`config.mk`:
```
export PLATFORM = sky130hd
export DESIGN_NAME = llerr_status
export DESIGN_NICKNAME = d
export VERILOG_FILES = /design/src/include/llerr_pkg.sv /design/src/verilog/llerr_status.sv
export SDC_FILE = /design/constraint.sdc
export NUM_CORES = 1
export LEC_CHECK = 0
export BUFFER_PORTS_ARGS = -buffer_cell sky130_fd_sc_hd__buf_2
export CORE_MARGIN = 4
export CORE_UTILIZATION = 44
export CTS_BUF_LIST = sky130_fd_sc_hd__clkbuf_8
export CTS_CLUSTER_SIZE = 40
export DETAILED_ROUTE_END_ITERATION = 12
export PLACE_DENSITY_LB_ADDON = 0.1
export SLEW_MARGIN = 20
export SYNTH_ARGS = -nofsm -noshare
export SYNTH_HDL_FRONTEND = slang
export SYNTH_SLANG_ARGS = --single-unit
```
`constraint.sdc`:
```
create_clock -name hclk -period 4.45 [get_ports hclk]
set_input_delay 0.445 -clock hclk [delete_from_list [all_inputs] [get_ports hclk]]
set_output_delay 0.445 -clock hclk [all_outputs]
set_load 0.01 [all_outputs]
```
`src/include/llerr_pkg.sv`:
```
/*
 * Constants and carrier types for the per-lane link error status block.
 * Assumes a 32-bit AHB-Lite bus with word-aligned register indexes.
 */
package llerr_pkg;
   localparam int NUM_LANES = 8;
   localparam int NUM_LINKS = 2;
   localparam int CNT_W = 8;
   localparam int IDX_W = 12;
   localparam int ADDR_LSB = 2;
   localparam int IRQ_W = 3;
   localparam int HTRANS_ACTIVE = 1;

   // register indexes; byte address is four times the index
   localparam logic [IDX_W-1:0] IDX_LINK_PAGE = 12'h300;
   localparam logic [IDX_W-1:0] IDX_ALIGN = 12'h46C;
   localparam logic [IDX_W-1:0] IDX_DISP = 12'h46D;
   localparam logic [IDX_W-1:0] IDX_NIT = 12'h46E;
   localparam logic [IDX_W-1:0] IDX_THRESH = 12'h480;
   localparam logic [IDX_W-1:0] IDX_CNT_CLR = 12'h481;
   localparam logic [IDX_W-1:0] IDX_IRQ_STAT = 12'h482;
   localparam logic [IDX_W-1:0] IDX_IRQ_MASK = 12'h483;

   localparam logic [CNT_W-1:0] THRESH_RESET = 8'hFF;
   localparam logic [CNT_W-1:0] CNT_MAX = 8'hFF;
   localparam logic [CNT_W-1:0] CNT_ONE = 8'h01;

   // interrupt status bit positions
   localparam int IRQ_ALIGN_LOST = 0;
   localparam int IRQ_DISP = 1;
   localparam int IRQ_NIT = 2;

   typedef struct packed {
      logic running;
      logic [NUM_LANES-1:0] aligned;
      logic [NUM_LANES-1:0] disp_err;
      logic [NUM_LANES-1:0] nit_err;
   } llerr_link_in_t;

   typedef logic [NUM_LINKS-1:0][NUM_LANES-1:0][CNT_W-1:0] llerr_cnt_t;
   typedef logic [NUM_LINKS-1:0][NUM_LANES-1:0] llerr_flags_t;

   typedef struct packed {
      logic wr_pend;
      logic [IDX_W-1:0] wr_idx;
      logic link_page;
      logic [CNT_W-1:0] thresh;
      logic [IRQ_W-1:0] irq_mask;
      logic [IRQ_W-1:0] irq_stat;
      llerr_flags_t align;
      llerr_cnt_t disp_cnt;
      llerr_cnt_t nit_cnt;
      llerr_flags_t disp_flag;
      llerr_flags_t nit_flag;
      logic [31:0] hrdata;
      logic hreadyout;
      logic hresp;
      logic irq;
   } llerr_state_t;
endpackage : llerr_pkg

```
`src/verilog/llerr_status.sv`:
```
/*
 * Per-lane alignment, disparity and invalid-code status for two links of
 * eight lanes, read over an AHB-Lite slave with a paged link selection.
 * Assumes lane inputs synchronous to hclk; error inputs are one-cycle
 * pulses per detected error.
 */
`timescale 1ns/1ps

// Contract
// - one alignment bit per lane at its lane number, 1 aligned, 0 failed
// - disparity flag register at 0x46D, bit 1 when count reaches threshold
// - invalid-code flag register at 0x46E, bit 1 when count reaches threshold
// - one 8-bit threshold; flag 0 below it, 1 at or above it
// - flags shown are those of the link chosen by the page at 0x300
// - all per-lane flags read-only, writes ignored, zero after reset
// - alignment bits at 0x46C, lane 7 at bit 7 down to lane 0 at bit 0
module llerr_status
   import llerr_pkg::*;
(
   input wire logic hclk,
   input wire logic hresetn,
   input wire logic hsel,
   input wire logic [31:0] haddr,
   input wire logic [1:0] htrans,
   input wire logic hwrite,
   input wire logic [2:0] hsize,
   input wire logic [31:0] hwdata,
   input wire logic hready,
   output logic [31:0] hrdata,
   output logic hreadyout,
   output logic hresp,
   output logic irq,
   input wire llerr_link_in_t [NUM_LINKS-1:0] links
);

   llerr_state_t s_q;
   llerr_state_t s_d;

   logic [IDX_W-1:0] idx;
   logic addr_ok;
   logic ap;
   logic rd_ap;

   assign idx = haddr[ADDR_LSB +: IDX_W];
   assign addr_ok = (haddr[31:IDX_W+ADDR_LSB] == '0);
   assign ap = hsel && htrans[HTRANS_ACTIVE] && hready;
   assign rd_ap = ap && !hwrite && addr_ok;

   always_comb begin
      logic [NUM_LINKS-1:0] clr;
      logic [IRQ_W-1:0] w1c;
      logic [IRQ_W-1:0] ev;
      clr = '0;
      w1c = '0;
      ev = '0;
      s_d = s_q;

      // data phase of a write; flag registers take no write
      if (s_q.wr_pend) begin
         case (s_q.wr_idx)
            IDX_LINK_PAGE: s_d.link_page = hwdata[0];
            IDX_THRESH: s_d.thresh = hwdata[CNT_W-1:0];
            IDX_CNT_CLR: clr = hwdata[NUM_LINKS-1:0];
            IDX_IRQ_STAT: w1c = hwdata[IRQ_W-1:0];
            IDX_IRQ_MASK: s_d.irq_mask = hwdata[IRQ_W-1:0];
            default: ;
         endcase
      end

      for (int l = 0; l < NUM_LINKS; l++) begin
         for (int i = 0; i < NUM_LANES; i++) begin
            s_d.align[l][i] = links[l].aligned[i];
            // saturating counts, frozen while the link is idle
            if (clr[l]) begin
               s_d.disp_cnt[l][i] = '0;
               s_d.nit_cnt[l][i] = '0;
            end else if (links[l].running) begin
               if (links[l].disp_err[i] && s_q.disp_cnt[l][i] != CNT_MAX)
                  s_d.disp_cnt[l][i] = s_q.disp_cnt[l][i] + CNT_ONE;
               if (links[l].nit_err[i] && s_q.nit_cnt[l][i] != CNT_MAX)
                  s_d.nit_cnt[l][i] = s_q.nit_cnt[l][i] + CNT_ONE;
            end
            s_d.disp_flag[l][i] =
               (s_q.disp_cnt[l][i] >= s_q.thresh);
            s_d.nit_flag[l][i] =
               (s_q.nit_cnt[l][i] >= s_q.thresh);
         end
      end

      // events: any lane losing alignment, any flag rising
      ev[IRQ_ALIGN_LOST] = |(s_q.align & ~s_d.align);
      ev[IRQ_DISP] = |(s_d.disp_flag & ~s_q.disp_flag);
      ev[IRQ_NIT] = |(s_d.nit_flag & ~s_q.nit_flag);
      // a new event wins over a clear in the same cycle
      s_d.irq_stat = (s_q.irq_stat & ~w1c) | ev;
      s_d.irq = |(s_d.irq_stat & s_d.irq_mask);

      // address phase; zero wait states, always OKAY
      s_d.wr_pend = ap && hwrite && addr_ok;
      s_d.wr_idx = idx;
      s_d.hreadyout = 1'b1;
      s_d.hresp = 1'b0;
      s_d.hrdata = '0;
      // read from next values so a write just before is seen
      if (rd_ap) begin
         case (idx)
            IDX_LINK_PAGE: s_d.hrdata[0] = s_d.link_page;
            IDX_ALIGN:
               s_d.hrdata[NUM_LANES-1:0] =
                  s_d.align[s_d.link_page];
            IDX_DISP:
               s_d.hrdata[NUM_LANES-1:0] =
                  s_d.disp_flag[s_d.link_page];
            IDX_NIT:
               s_d.hrdata[NUM_LANES-1:0] =
                  s_d.nit_flag[s_d.link_page];
            IDX_THRESH: s_d.hrdata[CNT_W-1:0] = s_d.thresh;
            IDX_IRQ_STAT: s_d.hrdata[IRQ_W-1:0] = s_d.irq_stat;
            IDX_IRQ_MASK: s_d.hrdata[IRQ_W-1:0] = s_d.irq_mask;
            default: s_d.hrdata = '0;
         endcase
      end
   end

   always_ff @(posedge hclk or negedge hresetn) begin
      if (!hresetn) begin
         s_q <= '0;
         s_q.hreadyout <= 1'b1;
         s_q.thresh <= THRESH_RESET;
      end else begin
         s_q <= s_d;
      end
   end

   assign hrdata = s_q.hrdata;
   assign hreadyout = s_q.hreadyout;
   assign hresp = s_q.hresp;
   assign irq = s_q.irq;

   // helper terms for the checks below
   logic nit_ge_1_7;
   logic disp_ge_0_0;
   logic page_q;
   logic clr_wr;
   assign nit_ge_1_7 = (s_q.nit_cnt[1][7] >= s_q.thresh);
   assign disp_ge_0_0 = (s_q.disp_cnt[0][0] >= s_q.thresh);
   assign page_q = s_q.link_page;
   assign clr_wr = s_q.wr_pend && (s_q.wr_idx == IDX_CNT_CLR);

   // event terms, seen in the cycle before the status bit updates
   logic disp_rise;
   logic align_drop;
   logic stat_wr;
   assign disp_rise = |(s_d.disp_flag & ~s_q.disp_flag);
   assign align_drop = |(s_q.align & ~s_d.align);
   assign stat_wr = s_q.wr_pend && (s_q.wr_idx == IDX_IRQ_STAT);
endmodule : llerr_status

```
---- Word-level counts from Yosys, hierarchy flattened ----
Index checks and enable logic that the tools add are counted.
Widths: inputs -> output; s select.
cells by class
  order comparisons ....................... 33
  reductions and logical operators ........ 110
  muxes and demuxes ....................... 114
  shift-type cells ........................ 0
  eq/ne operators ......................... 44
  div/mod/pow operators ................... 0
  add/subtract/negate cells ............... 32
  multiply operators ...................... 0
  bitwise gates (word level) .............. 10
operators by type and width
  kind                  number
  $mux 8                104
  $add 8x1->8 const B   32
  $ge 8x8->1            32
  $ne 8x8->1 const B    32
  $eq 12x11->1 const B  10
  $reduce_bool 2->1     34
  $reduce_and 2->1      32
  $and 16x16->16        3
  $not 16->16           3
  $reduce_or 16->1      3
  $logic_and 1x1->1     38
  $eq 12x10->1 const B  2
  $pmux 5 s4            1
  $logic_not 18->1      1
  $mux 12               1
  $pmux 2 s6            1
  $mux 3                3
  $pmux 1 s7            1
  $and 3x3->3           2
  $mux 2                2
  $not 3->3             1
  $or 3x3->3            1
  $reduce_or 3->1       1
  $lt 1x2->1 const B    1
  2 further kinds       2
storage, ports and cells
  ROM bits ................................ 0
  output and inout port bits .............. 35
  latch bits .............................. 0
  flip-flop bits (word level) ............. 365
  word-level logic and storage cells ...... 389
  memory bits (writable) .................. 0
  bits of input ports ..................... 124
  memories kept ........................... 0

---- Longest topological paths before layout ----
  depth in word-level cells ............... 8
  gate-level depth with buffers ........... 10
  mapped depth without buffers ............ 10

---- Least setup slack after synthesis ----
No wires, ideal clock.
  kind .................................... register to register
  start ................................... reg s_q[350] in the netlist's numbering
  end ..................................... reg s_q (netlist bit irq)
  period minus slack after synthesis ...... 3,167 ps
  setup time .............................. 126 ps
  path slack .............................. 1,283 ps
  data required time ...................... 4,324 ps
  cell stages (with the launch flop) ...... 10
  path buffers ............................ 0
  arrival ................................. 3,041 ps
  path through ............................ dfstp_2 -> inv_1 -> ha_1 -> a21o_1 -> and4b_1 -> or4_1 -> a2111o_1 -> nor4_1 -> nand2_1 -> a221o_1
RTL lines
  item                line                RTL
  start: declaration  llerr_status.sv:36  llerr_state_t s_q;

==> qor.txt <==
Pin slew with the least headroom to its limit -> 1240 ps
Max-slew violation count -> 0
Number of enable-type register cells in the synthesized netlist -> 0
Post-route setup slack -> 550 ps
Mapped cell area -> 21700 um^2
Initial core utilization -> 44.4%
Signal arrival time at the worst endpoint -> 4400 ps
Crit path capture type -> flip-flop
Maximum number of buffers from clock root to sink -> 3
CTS tree -> built
Synthesis-to-finish area growth -> 14.1%
Final setup violation count -> 0
Post-cts sizing count -> 0
Initial DRC Count -> 1008
Multi-input logic area -> 12400 um^2
Buffer cell driving the clock tree root -> sky130_fd_sc_hd__clkbuf_8
Result of the run -> finished, final reports clean
Slack of the worst reg-to-reg path -> 550 ps
Number of cells produced by synthesis -> 2283
Worst Clk Skew -> 33.2 ps
Number of flip-flops and latches in the synthesized netlist -> 341
Power per Cell Area -> 426 nW/um^2
Leading cell type in the layout, fill and taps excluded -> sky130_fd_sc_hd__dfrtp_1
Worst max-slew margin expressed relative to the limit -> 16.9%
CP Capture Point -> irq
Per-instance average area after synthesis -> 9.51 um^2
Max Used Layer -> met4
Horizontal die dimension -> 230 um
Standby leakage power -> 12.5 nW
Number of max-capacitance violations reported -> 0
Num CTS Buffers -> 67
Hold/Removal Path Class -> in -> reg
Leading cell types by total area after synthesis -> sky130_fd_sc_hd__dfrtp_1, sky130_fd_sc_hd__ha_1, sky130_fd_sc_hd__nor2_1
Antenna diode instance count -> 0
Number of vias after detailed routing -> 17.2k
Share of cells above drive strength 1 -> 10.6%
Met2 WL post-DR -> 28.1 mm
Clk slew on worst S/H paths -> 60 ps
Number of H-tree levels -> 3
Number of primary I/O pins -> 159
Most prevalent standard cell on the critical path -> sky130_fd_sc_hd__a2111oi_0
CP max stage cell -> sky130_fd_sc_hd__a2111oi_0
Post-cts hold buffer count -> 29
Predominant post-synthesis flop cell -> sky130_fd_sc_hd__dfrtp_1
Total GRT Usage -> 22.8%
Antenna viol nets, final -> 0
Row cnt -> 81
Post-Route M1 WL -> 28.2 mm
Met3 wirelength from detailed routing -> 2.25 mm
Number of antenna violations at the first check in global routing -> 0
Nets@finish -> 2884
Hold Crit Depth -> 3
Global route total overflow -> 0
Commonest non-fill, non-tap cells in the layout -> sky130_fd_sc_hd__dfrtp_1, sky130_fd_sc_hd__nor2_1, sky130_fd_sc_hd__ha_1
Final worst-path cycle share -> 87.6%
Async set-or-reset flop fraction in the synthesized netlist -> 100%
Chip Height -> 230 um
Count of input and output buffers -> 102
CP peak stage delay -> 760 ps
Core area -> 48800 um^2
Final Hold Vio Count -> 0
Post-Layout Cell Count -> 3178
Post-route DRC violation count -> 0
Launching point of the worst reg2reg path -> s_q[345]
Total wire length -> 60.0 mm
Critical-path cell list -> buf_12 > ha_1 > nand2b_1 > a2111oi_0 > nor4_1 > a2111oi_0 > o2111a_1 > nand2_1 > a221o_1
Reg2reg path depth -> 9
Critical path startpoint category -> flip-flop
Unrepaired setup endpoints after global routing -> no
Vias in the first global route -> 17.0k
Post-CTS Setup Repair Bufs -> 0
First-pass GRT wire length -> 95.6 mm
Via-per-instance ratio -> 5.41
Overall die area -> 52900 um^2
Worst setup path startpoint -> s_q[345]
Type of the setup path with the least slack -> reg -> reg
Cell taking the most area after synthesis -> sky130_fd_sc_hd__dfrtp_1
Estimated wirelength of the detail-placed design -> 41.8 mm
Highest clock rate -> 256 MHz
Endpoint required time on the critical path -> 4950 ps
Per-cell routed wire length -> 18.9 um
Maximum ir drop on the vdd rail -> 282 uV
Worst skew pair latency -> 640 ps
Total of fill cells in the finished design -> 4558
GP Congestion -> 0.872
Pre-CTS WS -> 686 ps
Maximum fanout along the worst path -> 12
Fin crit period -> 3900 ps
Post-synthesis cell type count -> 81
Area taken by flip-flops and latches -> 8540 um^2
Worst R2R End -> irq
Count of synthesis-stage warnings from yosys -> 0
Number of iterations in the first detailed-routing pass -> 6
Number of clock sinks -> 341
Beginning of the worst hold path -> hwrite
Part of the Yosys area used for sequential elements -> 39.4%
Top cell type's share of synthesized area -> 38.4%
Setup TNS -> 0 ps
Number of cells after detailed placement -> 3038
Largest net degree at the start of global routing -> 134
registers in the layout (all words and copies together), names as in the netlist:
name and count:
hrdata 8, irq 1, page_q 1, s_q 331
report_power, final:
| part | internal, mW | leakage, nW | total [mW] | switching (mW) |
|---|---|---|---|---|
| clock network | 1.77 | 0.748 | 3.16 | 1.38 |
| logic | 1.22 | 7.35 | 2.46 | 1.24 |
| registers | 3.87 | 4.36 | 4.95 | 1.08 |
| total | 6.86 | 12.5 | 10.6 | 3.70 |
worst min path at each step:
stage	to	slack, ps
final	s_q[366]	80
after global routing	s_q[366]	50
after CTS	s_q[366]	20
after detailed placement	s_q[344]	490
after global placement	s_q[344]	490
after floorplan	hrdata[0]	150
Yosys cell counts, types with 20 or more instances:
cell / number
sky130_fd_sc_hd__a2111oi_0: 22
sky130_fd_sc_hd__a21o_1: 20
sky130_fd_sc_hd__a21oi_1: 121
sky130_fd_sc_hd__and3_1: 26
sky130_fd_sc_hd__buf_4: 34
sky130_fd_sc_hd__clkbuf_1: 36
sky130_fd_sc_hd__dfrtp_1: 333
sky130_fd_sc_hd__ha_1: 288
sky130_fd_sc_hd__inv_1: 114
sky130_fd_sc_hd__mux2i_1: 21
sky130_fd_sc_hd__nand2_1: 173
sky130_fd_sc_hd__nand2b_1: 34
sky130_fd_sc_hd__nand3_1: 96
sky130_fd_sc_hd__nand4_1: 90
sky130_fd_sc_hd__nor2_1: 315
sky130_fd_sc_hd__nor2b_1: 37
sky130_fd_sc_hd__o211ai_1: 25
sky130_fd_sc_hd__o21ai_0: 54
sky130_fd_sc_hd__xnor2_1: 97
sky130_fd_sc_hd__xor2_1: 124
stage by stage:
step	utilization (%)	hold slack, ps	area [um^2]	power [mW]
detailed placement	47.4	486	23200	7.41
CTS	50.7	23.8	24800	10.7
finish	50.7	84.0	24800	10.6
global route	50.7	45.4	24800	11.4
global placement	47.4	486	23200	7.27
floorplan	-	149	21800	6.64
critical path: cells and delay by family, from the launching register on:
family | cells | cell delay (ps)
AOI/OAI and AO/OA | 4 | 2120
DFF | 1 | 740
and+or+nand+nor | 3 | 450
adders and majority gates | 1 | 230
buffers and inverters | 1 | 210
cells by family after synthesis:
family                   after synthesis  synth area share, %
multiplexers                          28                 1.38
flip-flops                           341                 39.4
AO/OA/AOI/OAI                        356                 10.9
adder cells (fa/ha/maj)              288                 16.6
other                                  2               0.0346
AND/OR/NAND/NOR                      857                 18.9
XOR/XNOR                             221                 8.92
buffers and inverters                190                 3.90
metal layers:
layer / global-route usage, % / vias up
li1: - / 8403
met1: 31.0 / 8354
met2: 37.6 / 330
met3: 3.67 / 104
met4: 6.54 / 0
met5: 0 / -
area by class of cell:
class / instances / share of cell area [%]
multi-input combinational: 1776 / 50.2
sequential: 341 / 34.5
timing repair buffer: 171 / 4.94
clock buffer: 86 / 4.78
tap: 664 / 3.35
inverter: 115 / 1.74
clock inverter: 25 / 0.525
Power figures use the tool's default switching activity.
